$ cat src/rtl/timer_pulse_pkg.sv
// constants and types for the pulse-mode timer
package timer_pulse_pkg;

	// ==========================================================
	// mode select encodings
	typedef enum logic [2:0] {
		MODE_DUTY  = 3'b010,
		MODE_SHOT  = 3'b011,
		MODE_PWM   = 3'b100,
		MODE_OTHER = 3'b111
	} mode_t;

	// ==========================================================
	// output control encodings
	localparam logic [1:0] OC_HIZ    = 2'h0;
	localparam logic [1:0] OC_TOGGLE = 2'h1;
	localparam logic [1:0] OC_ZERO   = 2'h2;
	localparam logic [1:0] OC_ONE    = 2'h3;

	// ==========================================================
	// widths and reset values
	localparam int          CNT_W       = 16;
	localparam int          PRE_W       = 8;
	localparam logic [15:0] CNT_ALL_ONE = 16'hFFFF;
	localparam logic [15:0] CNT_RST     = 16'h0000;
	localparam logic [7:0]  PRE_RST     = 8'hFF;

	// ==========================================================
	// interrupt enable bit positions
	localparam int IE_TIMEOUT = 0;
	localparam int IE_GATE    = 1;
	localparam int IE_COMPARE = 2;

	// ==========================================================
	// sequencer states
	typedef enum logic [1:0] {
		ST_IDLE  = 2'b00,
		ST_LOAD  = 2'b01,
		ST_COUNT = 2'b10,
		ST_DONE  = 2'b11
	} state_t;

endpackage

$ cat src/rtl/timer_pulse_modes.sv
// pulse-mode timer: duty-cycle generator, single shot and pulse-width measurement
`timescale 1ns/1ns

// How it works
// - mode 010 runs the two-preload variable duty-cycle square wave.
// - enable needs soft_run, prescaler_enable and gate if gated; then running, load first preload.
// - counter decrements on each counter-clock falling edge after a load until it reaches zero.
// - duty mode reloads second then first preload after each time-out, forever.
// - compare match sets compare and event flags; zero sets timeout, clears compare.
// - toggle output flips at every time-out.
// - gated generator stops on gate negation, sets gate event, resumes on reassertion.
// - gate ignored when gate_enable clear; gate event never set then.
// - gate level flag follows the gate input always.
// - output level flag follows the driven timer output.
// - preload write colliding with its own reload may load old value; other is safe.
// - single shot stops after second time-out, clearing running and compare flags.
// - single shot toggle output low until first time-out, high, then low again.
// - second preload may be rewritten during the first countdown.
// - mode 100 measures pulse width over the first gate assertion only.
// - measurement needs gate_enable; gate starts it, loads all ones, no preloads.
// - measurement gate negation sets gate event, clears running, holds count forever.
// - measurement time-out sets timeout, reloads all ones; output per output control.
// - counter wraps as 16-bit; prescaler bits extend the count downward.
// - gate event flag clears only on a software write-one strobe.
// - interrupt request asserted while any enabled flag is set.
module timer_pulse_modes
	import timer_pulse_pkg::*;
(
	input  wire logic              mclk,                   // system clock
	input  wire logic              nrst,                   // sync reset, active low
	input  wire logic              counter_clock,          // selected counter clock level
	input  wire logic              gate_input_n,           // gate pin, active low
	input  wire logic [2:0]        mode_select,            // control: operating mode
	input  wire logic              soft_run,               // control: run
	input  wire logic              prescaler_enable,       // control: prescaler enable
	input  wire logic              gate_enable,            // control: gate controls timer
	input  wire logic [1:0]        output_control,         // control: output behaviour
	input  wire logic [2:0]        interrupt_enable_bits,  // control: flag to irq enables
	input  wire logic [CNT_W-1:0]  first_preload,          // first preload value
	input  wire logic [CNT_W-1:0]  second_preload,         // second preload value
	input  wire logic [CNT_W-1:0]  compare_value,          // compare register
	input  wire logic              clear_timeout,          // write-one clear strobe
	input  wire logic              clear_gate_event,       // write-one clear strobe
	input  wire logic              clear_compare_event,    // write-one clear strobe
	output logic [CNT_W-1:0]       count_register,         // current count
	output logic [PRE_W-1:0]       prescaler_output_bits,  // prescaler state
	output logic                   running_flag,           // timer enabled
	output logic                   compare_flag,           // count reached compare
	output logic                   compare_event_flag,     // sticky compare event
	output logic                   timeout_flag,           // sticky time-out
	output logic                   gate_event_flag,        // sticky gate event
	output logic                   gate_level_flag,        // gate pin level
	output logic                   output_level_flag,      // timer output level
	output logic                   timer_output,           // timer output pin value
	output logic                   timer_output_oe,        // timer output drive enable
	output logic                   interrupt_request_line  // interrupt request
);

	// ==========================================================
	// input sampling
	// pins are synchronous here, so one flop is enough to align them
	logic   cclk_q;
	logic   gate_q;
	logic   gate_seen_q;
	logic   second_phase_q;
	logic   pend_reload_q;
	logic   out_q;
	state_t state_q;

	always_ff @(posedge mclk) begin
		if (!nrst) begin
			cclk_q <= 1'b0;
			gate_q <= 1'b0;
		end else begin
			cclk_q <= counter_clock;
			gate_q <= ~gate_input_n;
		end
	end

	// ==========================================================
	// enable logic
	logic fall;
	logic is_gen;
	logic is_pwm;
	logic base_en;
	logic gate_ok;
	logic enabled;

	// edges are seen in the cycle the new level arrives; the counter clock must stay below half mclk
	assign fall    = cclk_q & ~counter_clock;
	assign is_gen  = (mode_select == MODE_DUTY) || (mode_select == MODE_SHOT);
	assign is_pwm  = (mode_select == MODE_PWM);
	assign base_en = soft_run & prescaler_enable & (is_gen | is_pwm);
	// measurement needs the gate; generators only when gate_enable set
	assign gate_ok = is_pwm ? (gate_enable & gate_q & ~gate_seen_q)
	                        : (~gate_enable | gate_q);
	// a finished single shot stays parked until soft_run drops
	assign enabled = base_en & gate_ok & (state_q != ST_DONE);

	// remembers that the measured pulse already ended
	always_ff @(posedge mclk) begin
		if (!nrst || !soft_run) begin
			gate_seen_q <= 1'b0;
		end else if (is_pwm && state_q != ST_IDLE && !gate_q && gate_enable) begin
			gate_seen_q <= 1'b1;
		end
	end

	// ==========================================================
	// sequencer and counter
	logic [CNT_W-1:0] cnt_q;
	logic [PRE_W-1:0] pre_q;
	logic             tick;
	logic             at_zero;
	logic             timeout_evt;
	logic             seq_count;
	logic             load_edge;
	logic             reload_edge;
	logic             dec_edge;
	logic             shot_end;
	logic             new_phase;

	assign tick        = fall & enabled;
	assign at_zero     = (cnt_q == CNT_RST);
	assign seq_count   = (state_q == ST_COUNT);
	assign load_edge   = tick & ((state_q == ST_IDLE) | (state_q == ST_LOAD));
	assign reload_edge = tick & seq_count & pend_reload_q;
	// the fall that finds zero is the time-out; the reload waits one more fall
	assign timeout_evt = tick & seq_count & ~pend_reload_q & at_zero;
	assign dec_edge    = tick & seq_count & ~pend_reload_q & ~at_zero;
	assign shot_end    = timeout_evt & (mode_select == MODE_SHOT) & second_phase_q;
	assign new_phase   = timeout_evt & ~shot_end;

	// ==========================================================
	// sequencer state
	always_ff @(posedge mclk) begin
		if (!nrst || !soft_run) begin
			state_q <= ST_IDLE;
		end else begin
			case (state_q)
				ST_IDLE: begin
					if (load_edge) begin
						state_q <= ST_COUNT;
					end else if (enabled) begin
						state_q <= ST_LOAD;
					end
				end
				ST_LOAD: begin
					if (load_edge) begin
						state_q <= ST_COUNT;
					end
				end
				ST_COUNT: begin
					if (shot_end) begin
						state_q <= ST_DONE;
					end
				end
				// single shot parks here until soft_run is cleared
				ST_DONE: state_q <= ST_DONE;
				default: state_q <= ST_IDLE;
			endcase
		end
	end

	// ==========================================================
	// counter
	always_ff @(posedge mclk) begin
		if (!nrst) begin
			cnt_q <= CNT_RST;
		end else if (load_edge) begin
			cnt_q <= is_pwm ? CNT_ALL_ONE : first_preload;
		end else if (reload_edge && is_pwm) begin
			cnt_q <= CNT_ALL_ONE;
		end else if (reload_edge) begin
			// preload sampled only at this edge; a same-edge write loses
			cnt_q <= second_phase_q ? second_preload
			                        : first_preload;
		end else if (dec_edge) begin
			cnt_q <= cnt_q - 16'h0001;
		end
	end

	// ==========================================================
	// reload bookkeeping
	always_ff @(posedge mclk) begin
		if (!nrst || !soft_run) begin
			pend_reload_q <= 1'b0;
		end else if (reload_edge) begin
			pend_reload_q <= 1'b0;
		end else if (new_phase) begin
			pend_reload_q <= 1'b1;
		end
	end

	// measurement always reloads all ones, so it never changes phase
	always_ff @(posedge mclk) begin
		if (!nrst || !soft_run) begin
			second_phase_q <= 1'b0;
		end else if (new_phase) begin
			second_phase_q <= is_pwm ? 1'b0 : ~second_phase_q;
		end
	end

	// ==========================================================
	// prescaler
	// prescaler bits run below the counter, held when stopped
	always_ff @(posedge mclk) begin
		if (!nrst || !soft_run) begin
			pre_q <= PRE_RST;
		end else if (enabled && state_q == ST_COUNT && counter_clock && !cclk_q) begin
			pre_q <= pre_q - 8'h01;
		end
	end

	assign count_register        = cnt_q;
	assign prescaler_output_bits = pre_q;

	// ==========================================================
	// flags; a hardware set wins over a same-cycle clear
	logic cmp_hit;
	logic gate_fall;
	logic gate_prev_q;

	assign cmp_hit = dec_edge && ((cnt_q - 16'h0001) == compare_value);

	// ==========================================================
	// gate edge
	always_ff @(posedge mclk) begin
		if (!nrst) begin
			gate_prev_q <= 1'b0;
		end else begin
			gate_prev_q <= gate_q;
		end
	end

	// measurement reports only the end of its single pulse
	assign gate_fall = gate_prev_q & ~gate_q & gate_enable & base_en
	                   & (state_q == ST_COUNT || state_q == ST_LOAD)
	                   & ~(is_pwm & gate_seen_q);

	// ==========================================================
	// running flag
	always_ff @(posedge mclk) begin
		if (!nrst) begin
			running_flag <= 1'b0;
		end else begin
			running_flag <= enabled;
		end
	end

	// ==========================================================
	// compare flag
	always_ff @(posedge mclk) begin
		if (!nrst) begin
			compare_flag <= 1'b0;
		end else if (cmp_hit) begin
			compare_flag <= 1'b1;
		end else if (timeout_evt || state_q == ST_DONE || !soft_run) begin
			compare_flag <= 1'b0;
		end
	end

	// ==========================================================
	// sticky event flags
	always_ff @(posedge mclk) begin
		if (!nrst) begin
			compare_event_flag <= 1'b0;
		end else if (cmp_hit) begin
			compare_event_flag <= 1'b1;
		end else if (clear_compare_event) begin
			compare_event_flag <= 1'b0;
		end
	end

	always_ff @(posedge mclk) begin
		if (!nrst) begin
			timeout_flag <= 1'b0;
		end else if (timeout_evt) begin
			timeout_flag <= 1'b1;
		end else if (clear_timeout) begin
			timeout_flag <= 1'b0;
		end
	end

	always_ff @(posedge mclk) begin
		if (!nrst) begin
			gate_event_flag <= 1'b0;
		end else if (gate_fall) begin
			gate_event_flag <= 1'b1;
		end else if (clear_gate_event) begin
			gate_event_flag <= 1'b0;
		end
	end

	assign gate_level_flag = gate_q;

	// ==========================================================
	// timer output
	// every run starts with the toggle output low
	always_ff @(posedge mclk) begin
		if (!nrst || !soft_run) begin
			out_q <= 1'b0;
		end else if (timeout_evt && output_control == OC_TOGGLE) begin
			out_q <= ~out_q;
		end
	end

	// fixed levels act at once, so the pin also works as a plain port
	always_comb begin
		case (output_control)
			OC_TOGGLE: timer_output = out_q;
			OC_ONE:    timer_output = 1'b1;
			OC_ZERO:   timer_output = 1'b0;
			default:   timer_output = 1'b0;
		endcase
	end

	assign timer_output_oe   = (output_control != OC_HIZ);
	assign output_level_flag = timer_output;

	// ==========================================================
	// interrupt request
	logic [2:0] flag_vec;
	logic [2:0] irq_src;

	assign flag_vec[IE_TIMEOUT] = timeout_flag;
	assign flag_vec[IE_GATE]    = gate_event_flag;
	assign flag_vec[IE_COMPARE] = compare_event_flag;

	generate
		for (genvar i = 0; i < 3; i++) begin : g_irq
			assign irq_src[i] = interrupt_enable_bits[i] & flag_vec[i];
		end
	endgenerate

	assign interrupt_request_line = |irq_src;

endmodule

$ cat config.mk
export PLATFORM = sky130hd
export DESIGN_NAME = timer_pulse_modes
export DESIGN_NICKNAME = d
export VERILOG_FILES = /design/src/rtl/timer_pulse_pkg.sv /design/src/rtl/timer_pulse_modes.sv
export SDC_FILE = /design/constraint.sdc
export NUM_CORES = 1
export LEC_CHECK = 0
export BUFFER_PORTS_ARGS = -buffer_cell sky130_fd_sc_hd__buf_4
export CORE_MARGIN = 10
export CORE_UTILIZATION = 45
export DETAILED_ROUTE_END_ITERATION = 16
export PLACE_DENSITY = 0.81
export SYNTH_ARGS = -nofsm -noshare
export SYNTH_HDL_FRONTEND = slang
export SYNTH_SLANG_ARGS = --single-unit
$ cat constraint.sdc
create_clock -name mclk -period 6.31 [get_ports mclk]
set_input_delay 0 -clock mclk [delete_from_list [all_inputs] [get_ports mclk]]
set_output_delay 0 -clock mclk [all_outputs]
set_load 0.005 [all_outputs]
Word level (Yosys, flattened, before mapping) --
Cells that the tools add are included.
Storage, ports and cells: register bits 38, output and inout port bits 34, word-level logic and storage cells 122
Cells by class: add/sub/neg operators 2, eq/ne operators 13, multiplexer cells 22, bitwise gates (word level) 40, reduce and logical (&&, ||, !) cells 30
Operators with widths (count):
- 16-bit two-way mux | 6
- 1-bit AND | 26
- 16-bit equality test | 1
- 16-bit logical NOT | 1
- 16-bit by 1-bit subtractor with 16-bit output, second input constant | 1
- 2-bit nonzero test | 6
- 1-bit inverter | 11
- 1-bit two-way mux | 10
- 1-bit logical AND | 9
- 2-bit two-way mux | 4
- 2-bit one-hot mux with 4 select lines | 1
- 8-bit by 1-bit subtractor with 8-bit output, second input constant | 1
- 2-bit equality test, second input constant | 3
- 3-bit by 2-bit equality test with 1-bit output, second input constant | 2
- 1-bit logical OR | 5
- 2-bit by 1-bit equality test with 1-bit output, second input constant | 2
- 1-bit logical NOT | 4
- 2-bit != test, second input constant | 2
- 4-bit nonzero test | 1
- 3-bit equality test, second input constant | 1
- 3-bit != test, second input constant | 1
- 1-bit OR | 3
- 3-bit AND reduction | 1
- 3-bit OR reduction | 1
- other kinds (4) | 4

Depth between registers and ports, before layout --
word-level depth 14, gate-level depth with buffers 10

Least setup slack after synthesis --
Ideal clock, no wire load.
kind flip-flop to flip-flop, start register cnt_q[0], in the netlist count_register[0], end register cnt_q[6], in the netlist count_register[6], library setup time 119 ps, arrival time 2418 ps, data required time 6191 ps, slack 3773 ps, stages on the path, launching flop included 11, buffers on the path 1, clock period less this slack 2537 ps, path through dfxtp_1 -> inv_1 -> ha_1 -> nor3b_1 -> nand3_2 -> or3_1 -> nand2_1 -> a21o_4 -> buf_6 -> a21oi_1 -> o221a_1
Between the ends: word-level cells in the longest chain between the ends 5, elaborated cells between the ends (all ways) 9, classes of those cells 1 x add/sub; 4 x mux; 2 x bitwise; 2 x reduce/logical
RTL lines:
- start, declared | line timer_pulse_modes.sv:111 | logic [CNT_W-1:0] cnt_q;
- start signal, assigned | line timer_pulse_modes.sv:171 | cnt_q <= is_pwm ? CNT_ALL_ONE : first_preload;
- start signal, assigned | line timer_pulse_modes.sv:176 | cnt_q <= second_phase_q ? second_preload
- start signal, assigned | line timer_pulse_modes.sv:179 | cnt_q <= cnt_q - 16'h0001;
- 16-bit by 1-bit subtractor with 16-bit output | line timer_pulse_modes.sv:179
- 16-bit two-way mux | line timer_pulse_modes.sv:178 | end else if (dec_edge) begin
- 16-bit two-way mux | line timer_pulse_modes.sv:174 | end else if (reload_edge) begin
- 16-bit two-way mux | line timer_pulse_modes.sv:172 | end else if (reload_edge && is_pwm) begin
- 16-bit two-way mux | line timer_pulse_modes.sv:170 | end else if (load_edge) begin
Parallel ways exist; a longest one is shown, timed or not. The select of a mux whose other input is x is not followed. A chain may end at the register's enable or synchronous reset.

Worst setup path in the final report --
start register cnt_q[0], in the netlist count_register[0], end register cnt_q[7], in the netlist count_register[7]
Same word-level chain as after synthesis.

==> results.toml <==
[synth]
synth_top_area_share_pct = 28.4
post_synth_num_cell_types = 58
ys_ff_latch = 38
number_of_enable_flip_flop_cells_after_synthesis = 0
synth_cell_area_sq_um = 2680
yosysWarnings = 0
synthArstFlopShare_pct = 0
post_synth.cell_area_avg_sq_um = 7.89
synth_commonest_cells = "38 x sky130_fd_sc_hd__dfxtp_1, 36 x sky130_fd_sc_hd__nand2_1, 26 x sky130_fd_sc_hd__nor2_1"
synth.most_common_cell = "sky130_fd_sc_hd__dfxtp_1"
cell_taking_the_most_area_after_synthesis = "sky130_fd_sc_hd__dfxtp_1"
fraction_of_the_yosys_area_taken_by_sequential_cells_pct = 28.4
synthCells = 339
synth.net_count = 411
netlist_top_cells_area = "sky130_fd_sc_hd__dfxtp_1 28%, sky130_fd_sc_hd__xnor2_1 6.9%, sky130_fd_sc_hd__nand2_1 5.1%"
ys.flop_type = "sky130_fd_sc_hd__dfxtp_1"

[pwr]
p_per_area_nw_per_um2 = 167
max-vdd-ir-drop_uv = 106
leakage_nw = 1.49

[outcome]
status = "completed"

[clock_network]
ctsLongestPathBuffers = 2
clk-insertion-delay-late_ns = 0.30
numClockSinks = 38
clock-root-buffer = "sky130_fd_sc_hd__clkbuf_8"
tritoncts = "yes"
clk_transition_reported_paths_ns = 0.08
postCtsSetupBuffers = 0
cts.htree.levels = 2
cts-buffers-inserted = 5

[routing]
drt-vias-per-instance = 5.93
dr.pass1.iters = 5
wire_per_inst_um = 18.3
routed_wl_um = 9220
drcViolationCount = 0
detailedRoute.firstIterationViolations = 226
vias = 2989
antenna_violating_nets_post_route = 0

[critical_path]
worstReg2RegStart = "count_register[0]"
cp_data_arrival_time_ns = 3.21
cp_top_family = "simple AND/OR/NAND/NOR gates"
timing.critical_path.slowest_cell_delay_ns = 0.63
cp_cell_sequence = "inv_1 -> ha_1 -> nor3b_1 -> nand3_2 -> or3_1 -> nand2_1 -> a21o_4 -> a21oi_1 -> o221a_1"
worst-setup-path-type = "flop to flop"
slowest_stage = "sky130_fd_sc_hd__nor3b_1"
timing.critical_path.fanout_max = 25
worstPathRequired_ns = 6.50
timing.critical_path.buf_inv = 1
timing.critical_path.from = "count_register[0]"
timing.critical_path.from_type = "flop"
crit_path_end_kind = "flop"

[sta]
transition_time_of_the_tightest_slew_check_pin_ns = 0.966
post_route_setup_tns_ns = 0
timing.final.crit_share_pct = 47.9
timing.hold.ws_ns = 0.00832
slew_headroom_pct = 35.4
setup_viol_count_final = 0
fin_skew_ns = 0.00494
timing_max_transition_violations_final = 0
fin_crit_ns = 3.02
number_of_hold_slack_violations_in_the_final_timing_report = 0
rsz0062_at_grt = "false"
peak_clock_frequency_supported_by_timing_ghz = 0.331
final_setup_margin_ns = 3.29

[finish]
n_diodes = 0
syn_to_final_growth_pct = 34.3
fin_nets = 500
max_ffs_per_register = 16
final_layout_size_suffix_gt1_share_pct = 28.7

[die]
die_h_um = 97.1
design.core.area_sq_um = 5850
dieArea_sq_um = 9430
start_util_pct = 45.7
die-width_um = 97.1
fp-row-count = 28
ioPinCount = 100

[global_routing]
globalRoute.busiestLayer = "met2"
grt_remaining_overflow = 0
grt_antenna_before_repair = 0
grt_first_pass_wirelength_um = 15000
largest_net_degree_at_the_start_of_global_routing = 29
met3_usage_pct = 5.76
global_route.usage.total_pct = 18.6
met2_usage_pct = 30.5
grt_util_met1_pct = 22.7
grt_pass1_vias = 3033

[min_path]
hold_path.class = "input port to flop"
min_from = "clear_gate_event"

[place]
detailedPlace.worstSlack_ns = 3.35
dp.final_hpwl_um = 7010
port_buffers = 99
place_congestion = 0.924

[flow_run]
total_of_max_cap_violations = 0
## per-stage QoR
stage          instance area, sq um  utilization (%)  total power, mW  cells
4_1_cts                        3590             61.4            0.601    504
5_1_grt                        3590             61.4            0.621    504
3_5_place_dp                   3420             58.5            0.350    493
3_3_place_gp                   3420             58.5            0.349    493
2_1_floorplan                  2680                -            0.300    339
6_report                       3590             61.4            0.601    504
## area by class of cell
cell class | instances | area [sq um]
clock inverters | 3 | 68.8
repair buffers | 103 | 781
clock buffers | 5 | 68.8
inverters | 13 | 48.8
well taps | 75 | 93.8
multi-input cells | 267 | 1770
fillers | 528 | 2260
flip-flops and latches | 38 | 761
## worst reg2reg max path, cell delays in order, from the launching register on
cell	delay (ns)
sky130_fd_sc_hd__dfxtp_1	0.39
sky130_fd_sc_hd__inv_1	0.09
sky130_fd_sc_hd__ha_1	0.27
sky130_fd_sc_hd__nor3b_1	0.63
sky130_fd_sc_hd__nand3_2	0.30
sky130_fd_sc_hd__or3_1	0.43
sky130_fd_sc_hd__nand2_1	0.12
sky130_fd_sc_hd__a21o_4	0.29
sky130_fd_sc_hd__a21oi_1	0.10
sky130_fd_sc_hd__o221a_1	0.30
## layout by cell type, fill, tap and decap left out, types with 3 or more instances in the layout
cell	netlist	routed
sky130_fd_sc_hd__a21oi_1	20	20
sky130_fd_sc_hd__xor2_1	6	6
sky130_fd_sc_hd__nor3_1	7	7
sky130_fd_sc_hd__a22oi_1	3	3
sky130_fd_sc_hd__dlygate4sd3_1	0	3
sky130_fd_sc_hd__a32oi_1	12	12
sky130_fd_sc_hd__dfxtp_1	38	38
sky130_fd_sc_hd__nor4_1	10	9
sky130_fd_sc_hd__nand2b_1	6	6
sky130_fd_sc_hd__o221a_1	5	5
sky130_fd_sc_hd__and2_1	5	5
sky130_fd_sc_hd__a221o_1	4	4
sky130_fd_sc_hd__nand3_1	5	5
sky130_fd_sc_hd__a21boi_1	4	4
sky130_fd_sc_hd__inv_1	13	13
sky130_fd_sc_hd__nor2_1	26	26
sky130_fd_sc_hd__o22ai_1	18	18
sky130_fd_sc_hd__buf_4	1	100
sky130_fd_sc_hd__ha_1	6	6
sky130_fd_sc_hd__nor2b_1	6	6
sky130_fd_sc_hd__nand4_1	6	6
sky130_fd_sc_hd__and3_1	3	3
sky130_fd_sc_hd__o21a_1	4	4
sky130_fd_sc_hd__nor4_2	4	5
sky130_fd_sc_hd__nand2_1	36	36
sky130_fd_sc_hd__o21ai_0	14	14
sky130_fd_sc_hd__clkbuf_8	0	5
sky130_fd_sc_hd__xnor2_1	21	21
## layer usage
layer,up-vias,wire [um]
li1,1443,-
met1,1367,3860
met2,161,4370
met3,18,827
met4,0,157
met5,-,0
## cells by family after synthesis
logic type                 count (synthesis)  synth area share, %
DFF                                       38                 28.4
adders and majority gates                  6                 2.81
and+or+nand+nor                          132                 27.3
AOI/OAI and AO/OA                        102                 27.0
xor gates and xnor gates                  27                 8.84
buffers and inverters                     34                 5.61
## worst paths after layout
check                                     endpoint  slack (ns)  depth (start not counted)
worst max register to register   count_register[7]        3.29                          9
worst min register to register  compare_event_flag        0.49                          2
worst max-delay path             count_register[7]        3.29                          9
worst min-delay path               gate_event_flag       0.008                          3
## where the power goes
part	total [mW]	switching (mW)	internal, mW	leakage, nW
Sequential	0.244	0.00268	0.242	0.307
Combinational	0.102	0.0482	0.0543	1.12
Clock	0.254	0.0959	0.158	0.0683
Total	0.601	0.147	0.455	1.49
## what timing repair did
action / CTS / global route
resized for setup: 0 / 0
hold endpoints to repair: 3 / 0
hold buffers: 3 / 0
endpoints found under the setup margin: 0 / 0
Note: power is estimated with default switching activity, not from simulation.
